$ cat src/hdl/mgac_map.svh
// register map, field positions, reset values and timing constants for the gate sequencer
//
// Overview of operation
// - gate opens and closes only on trigger events of the measured input.
// - with no qualifier selected, a new measurement starts once the previous finishes.
// - start needs: result processed, hold elapsed if single, preparation done, trigger.
// - averaging gate closes on first stop trigger after measuring time has elapsed.
// - single mode closes the gate at the first stop trigger, ignoring measuring time.
// - single mode holds the result for the measuring time before the next start.
// - freeze mode starts each measurement only after one operator rerun request.
// - bus trigger mode holds the start until a bus trigger arrives.
// - start qualification leaves free run; each start needs a valid qualifier edge.
// - with delay on, the delay from the qualifier edge must also expire first.
// - stop qualification keeps the gate open until the selected qualifier edge.
// - start and stop qualification together replace measuring time by the qualifier.
// - qualifier active edge is selectable rising or falling.
// - delay accepted from 200 ns to 1.6 s in 100 ns steps.
// - mantissa is event count plus one divided by gate time, up to 15 digits.
// - shown digits truncated so quantization moves the last digit at most 2.5 units.
// - start and stop qualification each set to rising, falling or off.
// - in averaging, the start qualifier acts only on the first sample.
`ifndef MGAC_MAP_SVH
`define MGAC_MAP_SVH

// ----------------------------------------------------------------
// register offsets (byte addresses)
// ----------------------------------------------------------------
`define MGAC_OFS_CTRL      6'h00
`define MGAC_OFS_MTIME     6'h04
`define MGAC_OFS_DELAY     6'h08
`define MGAC_OFS_CMD       6'h0c
`define MGAC_OFS_STATUS    6'h10
`define MGAC_OFS_EVENTS    6'h14
`define MGAC_OFS_GATECYC   6'h18
`define MGAC_OFS_FREQ_LO   6'h1c
`define MGAC_OFS_FREQ_HI   6'h20
`define MGAC_OFS_DIGITS    6'h24

// ----------------------------------------------------------------
// fields and reset values
// ----------------------------------------------------------------
`define MGAC_CTRL_W        8
`define MGAC_CMD_RERUN_BIT 0
`define MGAC_SEL_OFF       2'h0
`define MGAC_SEL_RISE      2'h1
`define MGAC_SEL_FALL      2'h2
`define MGAC_CTRL_RST      8'h00
`define MGAC_MTIME_MS      200

// ----------------------------------------------------------------
// timing
// ----------------------------------------------------------------
`define MGAC_CLK_NS        20
`define MGAC_CLK_HZ        50000000
`define MGAC_CLK_PS        (`MGAC_CLK_NS * 1000)
`define MGAC_MTIME_RST     (`MGAC_MTIME_MS * 1000000 / `MGAC_CLK_NS)
`define MGAC_STEP_NS       100
`define MGAC_STEP_CYC      ((`MGAC_STEP_NS + `MGAC_CLK_NS - 1) / `MGAC_CLK_NS)
`define MGAC_DLY_MIN_NS    200
`define MGAC_DLY_MAX_NS    1600000000
`define MGAC_DLY_MIN_STEPS (`MGAC_DLY_MIN_NS / `MGAC_STEP_NS)
`define MGAC_DLY_MAX_STEPS (`MGAC_DLY_MAX_NS / `MGAC_STEP_NS)
`define MGAC_QERR_PS       250
`define MGAC_LSD_TENTHS    25
`define MGAC_TENTHS        10
`define MGAC_MAX_DIGITS    15
`define MGAC_DIV_STEPS     64

`endif

$ cat src/hdl/mgac_pkg.sv
// types shared by the gate sequencer files
package mgac_pkg;

  typedef enum logic [2:0] {
    MGAC_S_PROC, MGAC_S_HOLD, MGAC_S_PREP, MGAC_S_ARM, MGAC_S_WAIT_TRIG, MGAC_S_GATE
  } mgac_state_t;

  typedef struct packed {
    logic       delay_en;
    logic [1:0] stop_sel;
    logic [1:0] start_sel;
    logic       bus_trig_en;
    logic       freeze;
    logic       single;
  } mgac_ctrl_t;

  typedef struct packed {
    logic        read;
    logic        write;
    logic [5:0]  address;
    logic [31:0] writedata;
  } mgac_avs_req_t;

endpackage : mgac_pkg

$ cat src/hdl/mgac_step_timer.sv
// start-qualifier delay timer, one tick per delay step
`timescale 1ns/10ps
`include "mgac_map.svh"

module mgac_step_timer (
  // clock and reset
  input  wire logic        clk,
  input  wire logic        rst_b,
  // control
  input  wire logic        load,
  input  wire logic [23:0] steps,
  // status
  output logic             expired
);

  logic [2:0]  pre;
  logic [23:0] left;
  logic        run;
  logic        tick;

  assign tick = run && (pre == 3'(`MGAC_STEP_CYC - 1));

  always_ff @(posedge clk) begin
    if (!rst_b) begin
      pre  <= 3'h0;
      left <= 24'h0;
      run  <= 1'b0;
    end else if (load) begin
      pre  <= 3'h0;
      left <= steps;
      run  <= 1'b1;
    end else if (tick) begin
      pre  <= 3'h0;
      left <= left - 24'h1;
      run  <= (left != 24'h1);
    end else if (run) begin
      pre  <= pre + 3'h1;
    end
  end

  always_ff @(posedge clk) begin
    if (!rst_b) begin
      expired <= 1'b0;
    end else if (load) begin
      expired <= 1'b0;
    end else if (tick && left == 24'h1) begin
      expired <= 1'b1;
    end
  end

  // ----------------------------------------------------------------
  // checks
  // ----------------------------------------------------------------
  logic [27:0] ela;
  logic [23:0] lat;

  always_ff @(posedge clk) begin
    if (!rst_b) begin
      ela <= 28'h0;
      lat <= 24'h0;
    end else if (load) begin
      ela <= 28'h0;
      lat <= steps;
    end else if (!expired) begin
      ela <= ela + 28'h1;
    end
  end
endmodule : mgac_step_timer

$ cat src/hdl/mgac_top.sv
// measurement gate sequencer with register slave and result divider
`timescale 1ns/10ps
`include "mgac_map.svh"

module mgac_top #(
  parameter int unsigned MEAS_TIME_DEFAULT = `MGAC_MTIME_RST
) (
  // clock and reset
  input  wire logic                   clk,
  input  wire logic                   rst_b,
  // register bus
  input  wire mgac_pkg::mgac_avs_req_t avs_req,
  output logic [31:0]                 avs_readdata,
  output logic                        avs_waitrequest,
  // pins
  input  wire logic                   meas_in,
  input  wire logic                   qual_in,
  // system
  input  wire logic                   bus_trigger,
  input  wire logic                   prep_ready,
  // status
  output logic                        gate_open,
  output logic                        result_strobe
);
  import mgac_pkg::*;

  // ----------------------------------------------------------------
  // pin synchronisers
  // ----------------------------------------------------------------
  logic [2:0] meas_sync, qual_sync;
  logic       meas_lvl, meas_lvl_d, qual_lvl, qual_lvl_d;
  logic       trig, q_rise, q_fall;

  always_ff @(posedge clk) begin
    if (!rst_b) begin
      meas_sync <= 3'h0;
      qual_sync <= 3'h0;
    end else begin
      meas_sync <= {meas_sync[1:0], meas_in};
      qual_sync <= {qual_sync[1:0], qual_in};
    end
  end

  always_ff @(posedge clk) begin
    if (!rst_b) begin
      meas_lvl   <= 1'b0;
      meas_lvl_d <= 1'b0;
      qual_lvl   <= 1'b0;
      qual_lvl_d <= 1'b0;
    end else begin
      if (meas_sync[1] == meas_sync[2]) meas_lvl <= meas_sync[2];
      if (qual_sync[1] == qual_sync[2]) qual_lvl <= qual_sync[2];
      meas_lvl_d <= meas_lvl;
      qual_lvl_d <= qual_lvl;
    end
  end

  assign trig   = meas_lvl & ~meas_lvl_d;
  assign q_rise = qual_lvl & ~qual_lvl_d;
  assign q_fall = ~qual_lvl & qual_lvl_d;

  function automatic logic sel_edge(input logic [1:0] sel, input logic r, input logic f);
    return (sel == `MGAC_SEL_RISE) ? r : (sel == `MGAC_SEL_FALL) ? f : 1'b0;
  endfunction : sel_edge

  // ----------------------------------------------------------------
  // register slave
  // ----------------------------------------------------------------
  mgac_ctrl_t  ctrl;
  mgac_state_t state;
  logic [31:0] mtime, events, gatecyc, next_rdata;
  logic [23:0] dsteps;
  logic [63:0] freq;
  logic [3:0]  digits;
  logic        resp, req, wr_go, dly_bad, delay_rejected, result_valid;
  logic        restart_pend, bus_pend, consume;
  logic        start_en, stop_en, qual_hit, stop_hit, dly_expired;

  assign req             = avs_req.read | avs_req.write;
  assign avs_waitrequest = req & ~resp;
  assign wr_go           = resp & avs_req.write;
  assign dly_bad         = (avs_req.writedata < 32'(`MGAC_DLY_MIN_STEPS)) ||
                           (avs_req.writedata > 32'(`MGAC_DLY_MAX_STEPS));

  always_ff @(posedge clk) begin
    if (!rst_b) resp <= 1'b0;
    else        resp <= req & ~resp;
  end

  always_comb begin
    next_rdata = 32'h0;
    unique case (avs_req.address)
      `MGAC_OFS_CTRL:    next_rdata = 32'(ctrl);
      `MGAC_OFS_MTIME:   next_rdata = mtime;
      `MGAC_OFS_DELAY:   next_rdata = 32'(dsteps);
      `MGAC_OFS_STATUS:  next_rdata = {27'h0, bus_pend, restart_pend, delay_rejected,
                                       result_valid, gate_open};
      `MGAC_OFS_EVENTS:  next_rdata = events;
      `MGAC_OFS_GATECYC: next_rdata = gatecyc;
      `MGAC_OFS_FREQ_LO: next_rdata = freq[31:0];
      `MGAC_OFS_FREQ_HI: next_rdata = freq[63:32];
      `MGAC_OFS_DIGITS:  next_rdata = 32'(digits);
      default:           next_rdata = 32'h0;
    endcase
  end

  always_ff @(posedge clk) begin
    if (!rst_b)           avs_readdata <= 32'h0;
    else if (req & ~resp) avs_readdata <= next_rdata;
  end

  always_ff @(posedge clk) begin
    if (!rst_b) begin
      ctrl           <= mgac_ctrl_t'(`MGAC_CTRL_RST);
      mtime          <= MEAS_TIME_DEFAULT;
      dsteps         <= 24'(`MGAC_DLY_MIN_STEPS);
      delay_rejected <= 1'b0;
    end else if (wr_go) begin
      if (avs_req.address == `MGAC_OFS_CTRL)
        ctrl <= mgac_ctrl_t'(avs_req.writedata[`MGAC_CTRL_W-1:0]);
      if (avs_req.address == `MGAC_OFS_MTIME) mtime <= avs_req.writedata;
      if (avs_req.address == `MGAC_OFS_DELAY) begin
        delay_rejected <= dly_bad;
        if (!dly_bad) dsteps <= avs_req.writedata[23:0];
      end
    end
  end

  // set wins over the clear when both land in one cycle
  always_ff @(posedge clk) begin
    if (!rst_b) begin
      restart_pend <= 1'b0;
      bus_pend     <= 1'b0;
    end else begin
      restart_pend <= (wr_go && avs_req.address == `MGAC_OFS_CMD &&
                       avs_req.writedata[`MGAC_CMD_RERUN_BIT]) || (restart_pend && !consume);
      bus_pend     <= bus_trigger || (bus_pend && !consume);
    end
  end

  // ----------------------------------------------------------------
  // arming and qualifier
  // ----------------------------------------------------------------
  logic arm_ok, qual_ok, dly_load, time_ok, close;

  assign start_en = ctrl.start_sel != `MGAC_SEL_OFF;
  assign stop_en  = ctrl.stop_sel != `MGAC_SEL_OFF;
  assign dly_load = (state == MGAC_S_ARM) && start_en && !qual_hit &&
                    sel_edge(ctrl.start_sel, q_rise, q_fall);
  assign qual_ok  = !start_en || (qual_hit && (!ctrl.delay_en || dly_expired));
  assign arm_ok   = (!ctrl.freeze || restart_pend) &&
                    (!ctrl.bus_trig_en || bus_pend) && qual_ok;
  assign consume  = (state == MGAC_S_ARM) && arm_ok;

  // start qualifier only gates the gate opening; triggers inside the gate are counted unqualified
  always_ff @(posedge clk) begin
    if (!rst_b)                  qual_hit <= 1'b0;
    else if (state != MGAC_S_ARM) qual_hit <= 1'b0;
    else if (dly_load)           qual_hit <= 1'b1;
  end

  mgac_step_timer u_delay (
    .clk     (clk),
    .rst_b   (rst_b),
    .load    (dly_load),
    .steps   (dsteps),
    .expired (dly_expired)
  );

  // ----------------------------------------------------------------
  // sequencer
  // ----------------------------------------------------------------
  logic [31:0] hold_cnt;
  logic [6:0]  dcnt;
  logic [63:0] num, quo;
  logic [31:0] rem;
  logic [32:0] next_sh;

  assign time_ok = (start_en && stop_en) || ctrl.single || (gatecyc >= mtime);
  assign close   = (state == MGAC_S_GATE) && trig && time_ok &&
                   (!stop_en || stop_hit);

  always_ff @(posedge clk) begin
    if (!rst_b) begin
      state <= MGAC_S_PREP;
    end else begin
      unique case (state)
        MGAC_S_PROC:      if (dcnt == 7'(`MGAC_DIV_STEPS))
                            state <= ctrl.single ? MGAC_S_HOLD : MGAC_S_PREP;
        MGAC_S_HOLD:      if (hold_cnt >= mtime) state <= MGAC_S_PREP;
        MGAC_S_PREP:      if (prep_ready) state <= MGAC_S_ARM;
        MGAC_S_ARM:       if (arm_ok) state <= MGAC_S_WAIT_TRIG;
        MGAC_S_WAIT_TRIG: if (trig) state <= MGAC_S_GATE;
        MGAC_S_GATE:      if (close) state <= MGAC_S_PROC;
      endcase
    end
  end

  always_ff @(posedge clk) begin
    if (!rst_b)                    hold_cnt <= 32'h0;
    else if (state == MGAC_S_HOLD) hold_cnt <= hold_cnt + 32'h1;
    else                           hold_cnt <= 32'h0;
  end

  always_ff @(posedge clk) begin
    if (!rst_b) begin
      gate_open <= 1'b0;
      events    <= 32'h0;
      gatecyc   <= 32'h0;
      stop_hit  <= 1'b0;
    end else if (state == MGAC_S_WAIT_TRIG && trig) begin
      gate_open <= 1'b1;
      events    <= 32'h0;
      gatecyc   <= 32'h1;
      stop_hit  <= 1'b0;
    end else if (state == MGAC_S_GATE) begin
      gate_open <= !close;
      gatecyc   <= close ? gatecyc : gatecyc + 32'h1;
      if (trig) events <= events + 32'h1;
      if (sel_edge(ctrl.stop_sel, q_rise, q_fall)) stop_hit <= 1'b1;
    end
  end

  // ----------------------------------------------------------------
  // result: restoring divider and digit truncation
  // ----------------------------------------------------------------
  function automatic logic [3:0] shown_digits(input logic [31:0] cyc);
    logic [63:0] p;
    logic [63:0] lim;
    logic [3:0]  d;
    p   = 64'h1;
    d   = 4'h1;
    lim = 64'(cyc) * 64'(`MGAC_CLK_PS * `MGAC_LSD_TENTHS);
    for (int k = 1; k <= `MGAC_MAX_DIGITS; k++) begin
      p = p * 64'ha;
      if (p * 64'(`MGAC_QERR_PS * `MGAC_TENTHS) <= lim) d = 4'(k);
    end
    return d;
  endfunction : shown_digits

  assign next_sh = {rem, num[63]};

  // frequency in hz: events plus one, times clock rate over gate cycles
  always_ff @(posedge clk) begin
    if (!rst_b) begin
      num  <= 64'h0;
      quo  <= 64'h0;
      rem  <= 32'h0;
      dcnt <= 7'h0;
    end else if (close) begin
      num  <= 64'(events + 32'h1) * 64'(`MGAC_CLK_HZ);
      quo  <= 64'h0;
      rem  <= 32'h0;
      dcnt <= 7'h0;
    end else if (state == MGAC_S_PROC && dcnt != 7'(`MGAC_DIV_STEPS)) begin
      num  <= {num[62:0], 1'b0};
      dcnt <= dcnt + 7'h1;
      if (next_sh >= {1'b0, gatecyc}) begin
        rem <= 32'(next_sh - {1'b0, gatecyc});
        quo <= {quo[62:0], 1'b1};
      end else begin
        rem <= next_sh[31:0];
        quo <= {quo[62:0], 1'b0};
      end
    end
  end

  always_ff @(posedge clk) begin
    if (!rst_b) begin
      freq          <= 64'h0;
      digits        <= 4'h0;
      result_valid  <= 1'b0;
      result_strobe <= 1'b0;
    end else begin
      result_strobe <= (state == MGAC_S_PROC) && (dcnt == 7'(`MGAC_DIV_STEPS));
      if (state == MGAC_S_PROC && dcnt == 7'(`MGAC_DIV_STEPS)) begin
        freq         <= quo;
        digits       <= shown_digits(gatecyc);
        result_valid <= 1'b1;
      end
    end
  end
endmodule : mgac_top

$ cat config.mk
export PLATFORM = sky130hd
export DESIGN_NAME = mgac_top
export DESIGN_NICKNAME = d
export VERILOG_FILES = /design/src/hdl/mgac_pkg.sv /design/src/hdl/mgac_step_timer.sv /design/src/hdl/mgac_top.sv
export VERILOG_INCLUDE_DIRS = /design/src /design/src/hdl
export SDC_FILE = /design/constraint.sdc
export NUM_CORES = 2
export LEC_CHECK = 0
export BUFFER_PORTS_ARGS = -buffer_cell sky130_fd_sc_hd__buf_2
export CORE_MARGIN = 1
export CORE_UTILIZATION = 35
export CTS_CLUSTER_DIAMETER = 200
export DETAILED_ROUTE_END_ITERATION = 7
export SLEW_MARGIN = 20
export SYNTH_ARGS = -nofsm -noshare
export SYNTH_HDL_FRONTEND = slang
export SYNTH_SLANG_ARGS = --single-unit
$ cat constraint.sdc
create_clock -name clk -period 9.9 [get_ports clk]
set_clock_uncertainty 0.2 [all_clocks]
set_input_delay 0 -clock clk [delete_from_list [all_inputs] [get_ports clk]]
set_output_delay 0 -clock clk [all_outputs]
set_load 0.05 [all_outputs]
==> results.txt <==
# IOs - 81
Hold_sp - bus_trigger
Remaining DRCs - 9
Vias in the first global route - 36,805
Hold Vio Cnt, Final - 0
HPWL Detailed - 108,000 um
Gr ovfl total - 0
Post-synthesis mux area share - 0.0107
Placeable Area - 124,000 um2
RR Endpoint - num[54]
CTS tree - yes
First-pass GRT wire length - 215,000 um
Worst slack, placed - 49.8 ps
Cells after synthesis - 5,157
Slew Viols, Final - 0
Initial DRC Count - 3,647
Final core utilization - 0.399
CP startpoint - events[1]
Hold crit path type - input pin to flip-flop
Synth Area in Compound Gates - 0.158
Synth Area in Simple Gates - 0.162
DR vias - 37,438
Synth Area in Adders - 0.337
Std-Cell Rows - 129
Die Width - 356 um
Arr. time, crit path - 9640 ps
Startpoint types - flip-flop
DRT Pass-1 Iters - 8
Area post-placement - 46,300 um2
YS warnings - 0
Outcome - finished with violations
Tcrit/Tclk final - 0.943
Synth area leader - dfxtp_1
Finished Cell Area - 49,500 um2
CP max stage delay - 580 ps
Initial antenna violation count - 8
Worst flop-to-flop path startpoint - events[1]
Share of cells above drive strength 1 - 0.0594
CTS buffer count - 55
Met1 Use GR - 0.310
Worst-path clk slew - 60 ps
Root buffer cell - clkbuf_16
Deepest clock path buffer count - 3
Busiest grt layer - met2
Critical path class - flip-flop to flip-flop
Die H - 356 um
CP endpoint kind - flip-flop
Flops & latches, synth - 471
Worst-Skew Late Latency - 690 ps
Synthesized cell area - 44,000 um2
H-tree levels - 2
Gpl congestion - 0.951
Post-synth top cells - 646 x inv_1, 636 x nand2_1, 491 x ha_1
Reg2reg setup slack - 560 ps
Total global-route track usage - 0.215
Ys flop type - dfxtp_1
Data required, critical path - 10,200 ps
Drt total wl - 137,000 um
Hold WS - 40.7 ps
XOR/XNOR Fraction of Synth Area - 0.0446
Critical path buffers and inverters - 4
Syn_nets - 6,127
Main combinational cell family by area after synthesis - adder cells
Power Density - 123 nW/um2
Crit path max fanout - 7
Initial Utilization - 0.354
Largest net degree at the start of global routing - 163
LEAKAGE - 22.3 nW
Final setup fails - 0
Crit-path leading delay family - adder cells
Largest cells by area after synthesis - dfxtp_1 21%, fa_1 20%, ha_1 14%
Fillers - 12,495
Worst Hold Depth - 4
GR Util met2 - 0.331
Max VDD drop - 420 uV
Register area - 9430 um2
Post-synth EDFFs - 0
WL/cell - 19.8 um
Failing checks - DRC
Worst slew pin tran - 1070 ps
ANT cells - 0
Post-synth ARST share - 0
Worst R2R Path Depth - 32
Setup crit end - num[54]
CP dominant cell by count - fa_1
# Max-Cap Violations - 0
Met3 usage - 0.0313
Area growth syn-to-layout - 12.6%
Multi-input logic area - 31,500 um2
Synth cell types - 86
Vias per cell - 5.38
Post-synth top area share - 0.214
Sequential share of the synthesized area - 0.214
Min Tclk post-route - 9340 ps
I/O Buffers - 80
CTS Sinks - 471
Max-slew headroom - 0.268
Setup_tns - 0 ps
Fmax - 107 MHz
CP max stage cell - fa_1
Worst setup margin - 560 ps
Syn_area_per_cell - 8.52 um2
Die area - 127,000 um2
CP Depth - 32
Top-count cell post-synth - inv_1
Nets@finish - 6,247
Final ANT Viol Nets - 0
## power breakdown
part / internal (mW) / switching (mW) / total [mW]
Clock: 1.32 / 0.917 / 2.23
Sequential: 1.95 / 0.0491 / 2.00
Combinational: 0.703 / 1.14 / 1.84
## layout make-up
type                            instances  share of cell area
Multi-Input combinational cell       3831               0.636
Sequential cell                       471               0.191
Inverter                              647              0.0492
Timing Repair Buffer                  271              0.0432
Tap cell                             1637              0.0414
Clock buffer                           73              0.0312
Clock inverter                         27             0.00895
## sequential cells by signal, indices dropped and copies added (netlist names), 4 cells and up
| name | cells |
|---|---|
| freq | 64 |
| quo | 64 |
| num | 57 |
| avs_readdata | 32 |
| events | 32 |
| gatecyc | 32 |
| hold_cnt | 32 |
| mtime | 32 |
| rem | 32 |
| dsteps | 24 |
| u_delay.left | 24 |
| ctrl | 8 |
| dcnt | 7 |
| digits | 4 |
## through the flow
stage	instances	power, mW
6_report	6957	6.07
5_1_grt	6957	6.41
4_1_cts	6954	6.10
3_5_place_dp	6741	3.84
3_3_place_gp	6741	3.83
2_1_floorplan	5157	3.45
## worst min path at each step
| stage | to | slack [ps] |
|---|---|---|
| after CTS | bus_pend | 8 |
| final | bus_pend | 40 |
| after floorplan | bus_pend | -80 |
| after global routing | bus_pend | 20 |
| after detailed placement | meas_sync[0] | 40 |
| after global placement | qual_sync[0] | 60 |
## layer usage
metal	vias to the layer above	routed length, um
met3	212	9760
met2	1225	59400
met4	10	4210
met1	18220	64000
li1	17771	-
met5	-	57
## logic make-up after synthesis
group | after synthesis
and+or+nand+nor | 1582
DFF | 471
buffers and inverters | 855
AOI/OAI and AO/OA | 1054
xor gates and xnor gates | 224
adders and majority gates | 924
muxes | 47
## worst reg2reg max path: cells and delay by family (launching register included)
| family | cells | cell delay [ps] |
|---|---|---|
| adder cells (fa/ha/maj) | 8 | 3460 |
| AND/OR/NAND/NOR | 9 | 2210 |
| AO/OA/AOI/OAI | 10 | 2050 |
| buffers and inverters | 4 | 640 |
| flip-flops | 1 | 400 |
| XOR/XNOR | 1 | 240 |
## placed cells by master, fill, tap and decap left out, types with 46 or more instances in the layout
| cell type | count |
|---|---|
| inv_1 | 641 |
| buf_4 | 77 |
| xor2_1 | 91 |
| nand3_1 | 110 |
| nand2_1 | 633 |
| dfxtp_1 | 470 |
| dlygate4sd3_1 | 113 |
| mux2i_1 | 46 |
| xnor2_1 | 128 |
| a222oi_1 | 50 |
| and3_1 | 51 |
| a21o_1 | 85 |
| nand4_1 | 60 |
| fa_1 | 433 |
| a211oi_1 | 78 |
| clkbuf_16 | 55 |
| a21oi_1 | 390 |
| buf_2 | 80 |
| ha_1 | 491 |
| nor3_1 | 81 |
| o21ai_0 | 128 |
| nor2_1 | 423 |
## what timing repair did
action	4_1_cts	5_1_grt
buffers inserted	0	2
endpoints found under the hold margin	179	0
resized for setup	0	17
endpoints found under the setup margin	0	12
hold buffers	113	0
Note: power is estimated with default switching activity, not from simulation.
